### src/hw/tca_pkg.sv
// tca_pkg: constants and carrier types for the timer count/compare access block.
// assumes an 8-bit cpu register bus with byte addresses and a timer tick from a prescaler.
package tca_pkg;

   localparam int NUM_TIMERS = 3;
   localparam int NUM_CH     = 3;

   // timer order: timer 1, timer 3, timer 4; channel order: a, b, c
   localparam logic [7:0] CNT_LOW_OFS  [NUM_TIMERS] = '{8'h84, 8'h94, 8'ha4};
   localparam logic [7:0] CNT_HIGH_OFS [NUM_TIMERS] = '{8'h85, 8'h95, 8'ha5};
   // timer 4 channel b has its high byte below its low byte
   localparam logic [7:0] CMP_LOW_OFS  [NUM_TIMERS][NUM_CH] = '{'{8'h88, 8'h8a, 8'h8c},
                                                                '{8'h98, 8'h9a, 8'h9c},
                                                                '{8'ha8, 8'hab, 8'hac}};
   localparam logic [7:0] CMP_HIGH_OFS [NUM_TIMERS][NUM_CH] = '{'{8'h89, 8'h8b, 8'h8d},
                                                                '{8'h99, 8'h9b, 8'h9d},
                                                                '{8'ha9, 8'haa, 8'had}};

   localparam logic [15:0] CNT_RESET      = 16'h0000;
   localparam logic [15:0] CMP_RESET      = 16'h0000;
   localparam logic [15:0] CNT_STEP       = 16'h0001;
   localparam logic [7:0]  TEMP_RESET     = 8'h00;
   localparam logic [7:0]  RDATA_RESET    = 8'h00;
   localparam logic [7:0]  RDATA_UNMAPPED = 8'h00;

   typedef struct packed {
      logic [7:0] addr;
      logic [7:0] wdata;
      logic       wr;
      logic       rd;
   } tca_bus_req_t;

   typedef struct packed {
      logic              cnt_wr;
      logic [NUM_CH-1:0] cmp_wr;
      logic [15:0]       data;
   } tca_unit_wr_t;

   typedef struct packed {
      logic [15:0]                   count;
      logic [NUM_CH-1:0][15:0]       cmp;
      logic                          block;
      logic [NUM_CH-1:0]             match;
   } tca_unit_st_t;

   typedef struct packed {
      logic [7:0] temp;
      logic [7:0] rdata;
   } tca_top_st_t;

endpackage : tca_pkg

### src/hw/tca_access.sv
// tca_access: cpu byte access to three 16-bit timers and their compare banks.
// assumes one byte access per cycle on the internal register bus and ticks from a prescaler.
// Contract
// [RL1] counter readable and writable as high and low byte locations
// [RL2] 16-bit accesses pass through an 8-bit high-byte holding latch, atomically
// [RL3] one latch shared by all 16-bit registers; software must not interleave
// [RL4] counter write suppresses compare matches on the next timer tick
// [RL5] software should avoid writing a running counter, matches may be missed
// [RL6] three compare values per timer, high and low byte, reset zero
// [RL7] each compare value checked against counter every tick; equality is a match
// [RL8] high write waits in latch for low write; low read loads latch with high
`timescale 1ns/100ps
`default_nettype none
module tca_access (
   // clock and reset
   input  wire logic                                      clk,
   input  wire logic                                      rstn,
   // cpu register bus
   input  wire tca_pkg::tca_bus_req_t                     req,
   output logic [7:0]                                     rdata,
   // timer ticks
   input  wire logic [tca_pkg::NUM_TIMERS-1:0]            tick,
   // results towards waveform and interrupt logic
   output logic [tca_pkg::NUM_TIMERS-1:0][tca_pkg::NUM_CH-1:0] match,
   output logic [tca_pkg::NUM_TIMERS-1:0][15:0]           count
);

   tca_pkg::tca_top_st_t  st_q;
   tca_pkg::tca_top_st_t  st_d;
   tca_pkg::tca_unit_wr_t uw [tca_pkg::NUM_TIMERS];
   tca_pkg::tca_unit_st_t us [tca_pkg::NUM_TIMERS];

   // the latch is shared on purpose: one byte of storage for every 16-bit register,
   // paid for by software keeping its byte pairs unbroken
   always_comb begin
      st_d = st_q;
      for (int t = 0; t < tca_pkg::NUM_TIMERS; t++) begin
         uw[t].cnt_wr = 1'b0;
         uw[t].cmp_wr = '0;
         uw[t].data   = {st_q.temp, req.wdata}; // [RL2] [RL3]
      end
      if (req.rd) begin
         st_d.rdata = tca_pkg::RDATA_UNMAPPED;
      end
      for (int t = 0; t < tca_pkg::NUM_TIMERS; t++) begin
         if (req.addr == tca_pkg::CNT_LOW_OFS[t]) begin
            if (req.wr) begin
               uw[t].cnt_wr = 1'b1; // [RL1] [RL8]
            end
            if (req.rd) begin
               st_d.rdata = us[t].count[7:0]; // [RL1]
               st_d.temp  = us[t].count[15:8]; // [RL8]
            end
         end else if (req.addr == tca_pkg::CNT_HIGH_OFS[t]) begin
            if (req.wr) begin
               st_d.temp = req.wdata; // [RL8]
            end
            if (req.rd) begin
               st_d.rdata = st_q.temp; // [RL2]
            end
         end
         for (int ch = 0; ch < tca_pkg::NUM_CH; ch++) begin
            if (req.addr == tca_pkg::CMP_LOW_OFS[t][ch]) begin
               if (req.wr) begin
                  uw[t].cmp_wr[ch] = 1'b1; // [RL6] [RL8]
               end
               if (req.rd) begin
                  st_d.rdata = us[t].cmp[ch][7:0]; // [RL6]
                  st_d.temp  = us[t].cmp[ch][15:8]; // [RL8]
               end
            end else if (req.addr == tca_pkg::CMP_HIGH_OFS[t][ch]) begin
               if (req.wr) begin
                  st_d.temp = req.wdata; // [RL8]
               end
               if (req.rd) begin
                  st_d.rdata = st_q.temp; // [RL2]
               end
            end
         end
      end
   end

   always_ff @(posedge clk or negedge rstn) begin
      if (!rstn) begin
         st_q.temp  <= tca_pkg::TEMP_RESET;
         st_q.rdata <= tca_pkg::RDATA_RESET;
      end else begin
         st_q <= st_d;
      end
   end

   for (genvar t = 0; t < tca_pkg::NUM_TIMERS; t++) begin : g_timer
      tca_unit i_tca_unit (
         .clk  (clk),
         .rstn (rstn),
         .tick (tick[t]),
         .wr   (uw[t]),
         .st   (us[t])
      );
   end

   // one driver per result port; the unit outputs are already registered
   always_comb begin
      for (int t = 0; t < tca_pkg::NUM_TIMERS; t++) begin
         match[t] = us[t].match;
         count[t] = us[t].count;
      end
   end

   assign rdata = st_q.rdata;
endmodule : tca_access
`default_nettype wire

### src/hw/tca_unit.sv
// tca_unit: one timer's 16-bit counter, its compare values and the match detection.
// assumes 16-bit writes arrive already assembled by the access logic around it.
`timescale 1ns/100ps
`default_nettype none
module tca_unit (
   // clock and reset
   input  wire logic                  clk,
   input  wire logic                  rstn,
   // timer clock tick, one cycle wide
   input  wire logic                  tick,
   // assembled 16-bit writes
   input  wire tca_pkg::tca_unit_wr_t wr,
   // registered state, match pulses included
   output var tca_pkg::tca_unit_st_t  st
);

   tca_pkg::tca_unit_st_t st_q;
   tca_pkg::tca_unit_st_t st_d;

   always_comb begin
      st_d       = st_q;
      st_d.match = '0;
      if (tick) begin
         for (int ch = 0; ch < tca_pkg::NUM_CH; ch++) begin
            st_d.match[ch] = !st_q.block && (st_q.count == st_q.cmp[ch]); // [RL7] [RL4]
         end
         st_d.count = st_q.count + tca_pkg::CNT_STEP;
         st_d.block = 1'b0;
      end
      // a cpu write beats the tick; the next tick is then blind to matches
      if (wr.cnt_wr) begin
         st_d.count = wr.data; // [RL1]
         st_d.block = 1'b1; // [RL4]
      end
      for (int ch = 0; ch < tca_pkg::NUM_CH; ch++) begin
         if (wr.cmp_wr[ch]) begin
            st_d.cmp[ch] = wr.data; // [RL6]
         end
      end
   end

   always_ff @(posedge clk or negedge rstn) begin
      if (!rstn) begin
         st_q.count <= tca_pkg::CNT_RESET;
         st_q.cmp   <= {tca_pkg::NUM_CH{tca_pkg::CMP_RESET}};
         st_q.block <= 1'b0;
         st_q.match <= '0;
      end else begin
         st_q <= st_d;
      end
   end

   assign st = st_q;
endmodule : tca_unit
`default_nettype wire

### config.mk
export PLATFORM = sky130hd
export DESIGN_NAME = tca_access
export DESIGN_NICKNAME = d
export VERILOG_FILES = /design/src/hw/tca_pkg.sv /design/src/hw/tca_access.sv /design/src/hw/tca_unit.sv
export SDC_FILE = /design/constraint.sdc
export NUM_CORES = 1
export LEC_CHECK = 0
export CORE_UTILIZATION = 55
export CTS_CLUSTER_DIAMETER = 150
export CTS_CLUSTER_SIZE = 10
export DETAILED_ROUTE_END_ITERATION = 8
export DONT_BUFFER_PORTS = 1
export PLACE_DENSITY = 0.7
export SLEW_MARGIN = 40
export SYNTH_ARGS = -nofsm -noshare
export SYNTH_HDL_FRONTEND = slang
export SYNTH_SLANG_ARGS = --single-unit
### constraint.sdc
create_clock -name clk -period 3.2 [get_ports clk]
set_input_delay 0.32 -clock clk [delete_from_list [all_inputs] [get_ports clk]]
set_output_delay 0.32 -clock clk [all_outputs]
set_load 0.1 [all_outputs]
==> reports/qor.csv, run 1 <==
stage,metric,value,unit
outcome,status,finished with violations,
outcome,violations,negative hold slack,
finish,drive_gt1_frac,0.183,
clock_tree,numClockSinks,220,
clock_tree,cts_buffers,25,
synth,synth_top_area_share,0.382,
clock_tree,cts_max_level,1,
synth,yosysWarnings,0,
finish,final_core_util,0.606,
timing,tns,0,ps
setup_path,critPathLaunch,req[16],
finish,fillerInstances,2200,
die,core_area,0.0255,mm²
timing,hold_viol,221,
power_and_ir_drop,peakVddDrop,0.789,mV
global_routing,grt_max_degree,221,
synth,syn_nets,1636,
global_routing,grt_pass1_wl,88500,µm
synth,synth_area_leaders,"dfrtp_1 (38%), xor2_1 (11%), mux2_2 (9.3%)",
die,initial_core_util,0.566,
synth,synthCells,1610,
power_and_ir_drop,leakage,7.25,nW
synth,yosysMostFrequentCell,dfrtp_1,
timing,fin_skew,24.1,ps
synth,ys_seq_area_frac,0.382,
timing,slew_headroom,0.395,
clock_tree,cts_resized,0,
global_routing,antenna_found_initial,1,
setup_path,ff2ff_setup_slack,930,ps
detailed_routing,dr.pass1.iters,8,
global_routing,overflow,0,
synth,async_flop_share,1.00,
timing,whs,-511,ps
worst_hold_path,hold_class,in -> async,
detailed_routing,via_per_inst,7.05,
setup_path,crit_path_start_kind,primary input,
finish,instances_no_fill,1886,
synth,synth_common_cells,"dfrtp_1 (220), xor2_1 (173), nand2_1 (163), clkbuf_1 (119), mux2_2 (119)",
synth,synth.avg_cell_area,8.96,µm²
power_and_ir_drop,pwr_density_cell,651,mW/mm²
placement,dp.cells,1844,
timing,fmax,415,MHz
setup_path,worstPathArrival,2800,ps
synth,yosys.area.top_type,dfrtp_1,
clock_tree,ctsLongestPathBuffers,3,
placement,hpwl,42900,µm
detailed_routing,vias,13300,
flow_run,drv_cap,0,
timing,tightestPinTransition,908,ps
finish,area_growth,7.06,%
synth,syn-cell-area,0.0144,mm²
finish,seq_area,0.00552,mm²
clock_tree,root_buffer,clkbuf_16,
global_routing,track_usage,0.462,
detailed_routing,wl_per_cell,32.5,µm
clock_tree,cts_tree,built,
detailed_routing,wirelength,61300,µm
synth,ys.flop_type,dfrtp_1,
finish,fin_nets,1578,
global_routing,grt_pass1_vias,12900,
synth,synth_edf_count,0,
setup_path,required,3590,ps
timing,fin_crit_sh,0.752,
placement,port_buffers,0,
die,dieArea,0.0269,mm²
timing,finalSetupViolCount,0,
clock_tree,clk_latency,560,ps
timing,rsz0062_at_grt,false,
die,die_y,164,µm
detailed_routing,antenna_left,0,
setup_path,crit_fanout,15,
die,pin_count,88,
detailed_routing,route.detailed.drc,0,
die,num_rows,58,
timing,slew_viol_final,0,
clock_tree,holdBufCountCts,11,
synth,synth_cell_types,71,
die,die_x,164,µm
setup_path,cp-end-kind,flop,
synth,ys_ff_latch,220,
finish,antenna_cells,0,
placement,place_congestion,1.04,
finish,multiInputGateArea,0.00787,mm²
setup_path,worst-setup-path-type,in -> reg,
detailed_routing,drtIter0Drc,1985,
clock_tree,post-cts-setup-buffers,0,
timing,period_minus_slack,2410,ps
setup_path,r2r_start,st_q[12]$_DFF_PN0_,
clock_tree,cts.clk_slew.worst_paths,70,ps
setup_path,r2r_cells,7,
[path summary, 6_finish.rpt]
check	endpoint
setup / recovery	rdata[4]$_DFF_PN0_
hold reg to reg	g_timer[2].i_tca_unit.st[3]$_DFFE_PN0P_
setup reg to reg	st_q[12]$_DFF_PN0_
hold / removal	st_q[15]$_DFF_PN0_
max in group asynchronous	rdata[7]$_DFF_PN0_
min in group clk	g_timer[1].i_tca_unit.st[2]$_DFF_PN0_
[area by class of cell]
class | count | area share
Multi-Input combinational cell | 1171 | 0.510
Clock buffer | 30 | 0.0417
Inverter | 14 | 0.00340
Clock inverter | 1 | 0.00130
Tap cell | 330 | 0.0267
Timing Repair Buffer | 120 | 0.0595
Sequential cell | 220 | 0.357
[power by group]
group	internal, mW	leakage [nW]	switching, mW
Combinational	1.02	3.97	2.68
Sequential	3.09	2.96	0.698
Clock	1.40	0.324	1.15
[routing by layer]
layer | vias up | GRT usage | part of all wire
li1 | 5585 | - | -
met1 | 6585 | 0.615 | 0.39
met2 | 894 | 0.681 | 0.43
met3 | 227 | 0.128 | 0.12
met4 | 0 | 0.251 | 0.062
met5 | - | 0 | 0
[cells in the final DEF, fill, tap and decap left out, types with 25 or more instances in the layout]
cell type / Yosys / layout
nor2_1: 103 / 103
a21oi_1: 71 / 71
mux2_2: 119 / 119
nand4_1: 28 / 28
nand3_1: 55 / 53
buf_4: 59 / 109
o22ai_1: 32 / 32
nor3_1: 34 / 34
clkbuf_16: 0 / 25
dfrtp_1: 220 / 212
nand2_1: 163 / 163
a22oi_1: 25 / 25
o21ai_0: 107 / 107
nor4_1: 28 / 28
xor2_1: 173 / 173
[logic make-up after synthesis]
family / after synthesis / synth area share
buf+inv: 219 / 0.0738
mux: 126 / 0.0978
fa+ha+maj: 3 / 0.00260
compound gates: 366 / 0.162
flops: 220 / 0.382
simple gates: 485 / 0.165
xor+xnor: 191 / 0.116
[flip-flops by register name, indices dropped and copies added, names as in the netlist]
signal                 flops
rdata                      8
st_q                       8
g_timer.i_tca_unit.st    204
[through the flow]
step,power (mW),area (µm²),setup slack (ps),hold slack (ps)
6_report,10.0,15400,793,-511
5_1_grt,10.3,15400,785,-524
4_1_cts,9.94,15400,898,-549
3_5_place_dp,7.38,14700,338,35.9
3_3_place_gp,7.35,14700,303,35.7
2_1_floorplan,6.52,14400,845,24.4
[critical path: stages]
cell and delay, ps:
and4bb_2 370, and2_1 280, a21oi_1 450, and3_1 260, nand3_1 200, or2_2 370, a221oi_1 390, o2111ai_1 150
Note: power is estimated with default switching activity, not from simulation.
==> inputs of run 2 (changes only) <==
PLACE_DENSITY = 0.73   (was 0.7)
clock period = 1.9 ns   (was 3.2 ns; I/O delays follow)
==> run 2 against run 1 <==
  * The flow finishes with violations (negative hold slack, negative setup slack)
  * Worst hold slack got worse by 160 ps
  * Critical endpoint is now st_q[12]$_DFF_PN0_
  * Final cell count rose by 11%
  * Register-to-register slack got worse by 960 ps
  * Power rose by 75%
==> reports/qor.csv, run 2 (synthesis results as in run 1) <==
stage,metric,value,unit,change
power_and_ir_drop,leakage,8.39,nW,+16%
finish,drive_gt1_frac,0.304,,+0.121
outcome,status,finished with violations,,
finish,largest_reg_flops,204,,unchanged
finish,layout_common_cells,"buf_4 (294), dfrtp_1 (209), xor2_1 (173)",,
power_and_ir_drop,p_total,17.6,mW,+75%
timing,fmax,518,MHz,
clock_tree,cts.clk_slew.worst_paths,80,ps,about the same
placement,hpwl,45400,µm,+5.9%
detailed_routing,antenna_left,0,,unchanged
finish,final_area,0.0175,mm²,+13%
setup_path,worst-path-buf-inv,1,,+1
timing,fin_skew,39.5,ps,+15.4 ps
finish,fin_nets,1789,,+13%
placement,port_buffers,0,,unchanged
setup_path,worst-setup-path-type,reg -> reg,,
setup_path,cpLargestDelayFamily,compound AO/OA/AOI/OAI gates,,
detailed_routing,wl_per_cell,30.1,µm,-7.2%
clock_tree,cts_max_level,1,,unchanged
power_and_ir_drop,p_int,9.81,mW,+78%
timing,finalSetupViolCount,1,,+1
timing,period_minus_slack,1930,ps,
power_and_ir_drop,clkPwrFrac,0.239,,-0.015
outcome,violations,"negative hold slack, negative setup slack",,
flow_run,drv_cap,0,,unchanged
setup_path,cp_slowest_cell,dfrtp_1,,
timing,tns,-29.4,ps,-29.4 ps
die,pin_count,88,,unchanged
power_and_ir_drop,p_comb_frac,0.412,,+0.043
setup_path,cp_cell_sequence,"or3_1, a31oi_1, nor4_2, buf_4, o21ai_2, o22ai_1, o221ai_2, nor2_1",,
placement,dpl_cell_area,0.0164,mm²,+12%
finish,instances_no_fill,2093,,+11%
setup_path,required,2350,ps,-1240 ps
placement,dp.cells,2041,,+11%
die,core_area,0.0255,mm²,unchanged
die,die_x,164,µm,unchanged
timing,fin_ws,-29.4,ps,-822 ps
power_and_ir_drop,p_switching,7.81,mW,+72%
worst_hold_path,hold_class,in -> async,,
setup_path,worstPathArrival,2380,ps,-420 ps
timing,slew_viol_final,0,,unchanged
power_and_ir_drop,swShare,0.443,,-0.00762
global_routing,grt_pass1_vias,14000,,+8.6%
global_routing,grt_max_degree,221,,unchanged
setup_path,cp-end-kind,flop,,
power_and_ir_drop,peakVddDrop,1.30,mV,+65%
global_routing,track_usage,0.470,,+0.00768
detailed_routing,wirelength,63100,µm,+3.0%
placement,dp_slack,-493,ps,-831 ps
detailed_routing,route.detailed.drc,0,,unchanged
clock_tree,cts_tree,built,,
detailed_routing,dr.pass1.iters,6,,-2
clock_tree,numClockSinks,220,,unchanged
setup_path,crit_fanout,3,,-12
die,die_y,164,µm,unchanged
global_routing,grt_pass1_wl,91000,µm,+2.8%
detailed_routing,via_per_inst,6.79,,-3.7%
detailed_routing,vias,14200,,+6.9%
timing,rsz0062_at_grt,true,,
die,dieArea,0.0269,mm²,unchanged
placement,place_congestion,1.05,,+0.87%
detailed_routing,drtIter0Drc,1958,,-1.4%
clock_tree,ctsLongestPathBuffers,3,,unchanged
setup_path,max_stage_delay,450,ps,about the same
finish,area_growth,21.1,%,
setup_path,crit_path_start_kind,flop,,
timing,fin_crit_sh,1.02,,
power_and_ir_drop,pwr_density_cell,1010,mW/mm²,+55%
timing,whs,-669,ps,-158 ps
clock_tree,cts_buffers,25,,unchanged
power_and_ir_drop,p_seq_frac,0.349,,-0.028
die,initial_core_util,0.566,,unchanged
timing,hold_viol,220,,-0.45%
die,num_rows,58,,unchanged
clock_tree,root_buffer,clkbuf_16,,
timing,tightestPinTransition,906,ps,-2.32 ps
finish,final_common_cell,buf_4,,
clock_tree,clk_latency,560,ps,about the same
timing,slew_headroom,0.394,,-0.000447
global_routing,overflow,0,,unchanged
global_routing,antenna_found_initial,1,,unchanged
[run 2: final cells by class]
type / instances / area, µm²
repair buffers: 331 / 2700
multi-input cells: 1171 / 8130
inverters: 14 / 52.6
flip-flops and latches: 220 / 5520
clock inverters: 1 / 20.0
well taps: 330 / 413
diodes: 1 / 2.50
fillers: 2002 / 8010
clock buffers: 25 / 626
[run 2: path summary, 6_finish.rpt]
check                                                         start                                  endpoint  slack [ps]  cells after the start
max                        g_timer[0].i_tca_unit.st[16]$_DFFE_PN0P_                        st_q[12]$_DFF_PN0_         -30                      8
min                                                            rstn                        st_q[12]$_DFF_PN0_        -670                      0
max reg2reg                g_timer[0].i_tca_unit.st[16]$_DFFE_PN0P_                        st_q[12]$_DFF_PN0_         -30                      8
min reg2reg                 g_timer[2].i_tca_unit.st[3]$_DFFE_PN0P_   g_timer[2].i_tca_unit.st[3]$_DFFE_PN0P_         510                      1
max in group asynchronous                                      rstn  g_timer[0].i_tca_unit.st[54]$_DFFE_PN0P_        1850                      0
min in group clk                                            tick[2]  g_timer[2].i_tca_unit.st[63]$_DFFE_PN0P_          10                      3
[run 2: per-layer routing]
metal / global-route usage / share of wire / vias up
li1: - / - / 6017
met1: 0.608 / 0.38 / 6959
met2: 0.708 / 0.44 / 999
met3: 0.139 / 0.12 / 230
met4: 0.253 / 0.059 / 2
met5: 0 / 0.00063 / -
[run 2: worst register-to-register path: stages (launching register included)]
cell and delay [ps]:
dfrtp_1 450, or3_1 400, a31oi_1 210, nor4_2 70
buf_4 150, o21ai_2 170, o22ai_1 160, o221ai_2 140
nor2_1 90
[run 2: per-stage QoR]
step           hold slack [ps]   util
3_5_place_dp             -91.1  0.645
4_1_cts                   -674  0.680
6_report                  -669  0.685
3_3_place_gp             -92.8  0.645
2_1_floorplan             -106      -
5_1_grt                   -673  0.685
[run 2: repair_timing]
item                                    CTS  global route
pin swaps                                 6            10
resized for setup                        15            34
endpoints found under the setup margin    6            20
hold buffers                             20             1
hold endpoints to repair                327           223
setup buffers                             1             3
[run 2: power by group through the flow]
stage,Clock [mW],Combinational (mW),Sequential [mW]
finish,4.21,7.25,6.15
global route,4.36,7.48,6.17
CTS,4.20,6.98,6.07
detailed placement,0,6.81,6.13
global placement,0,6.74,6.12
floorplan,0,5.33,5.69
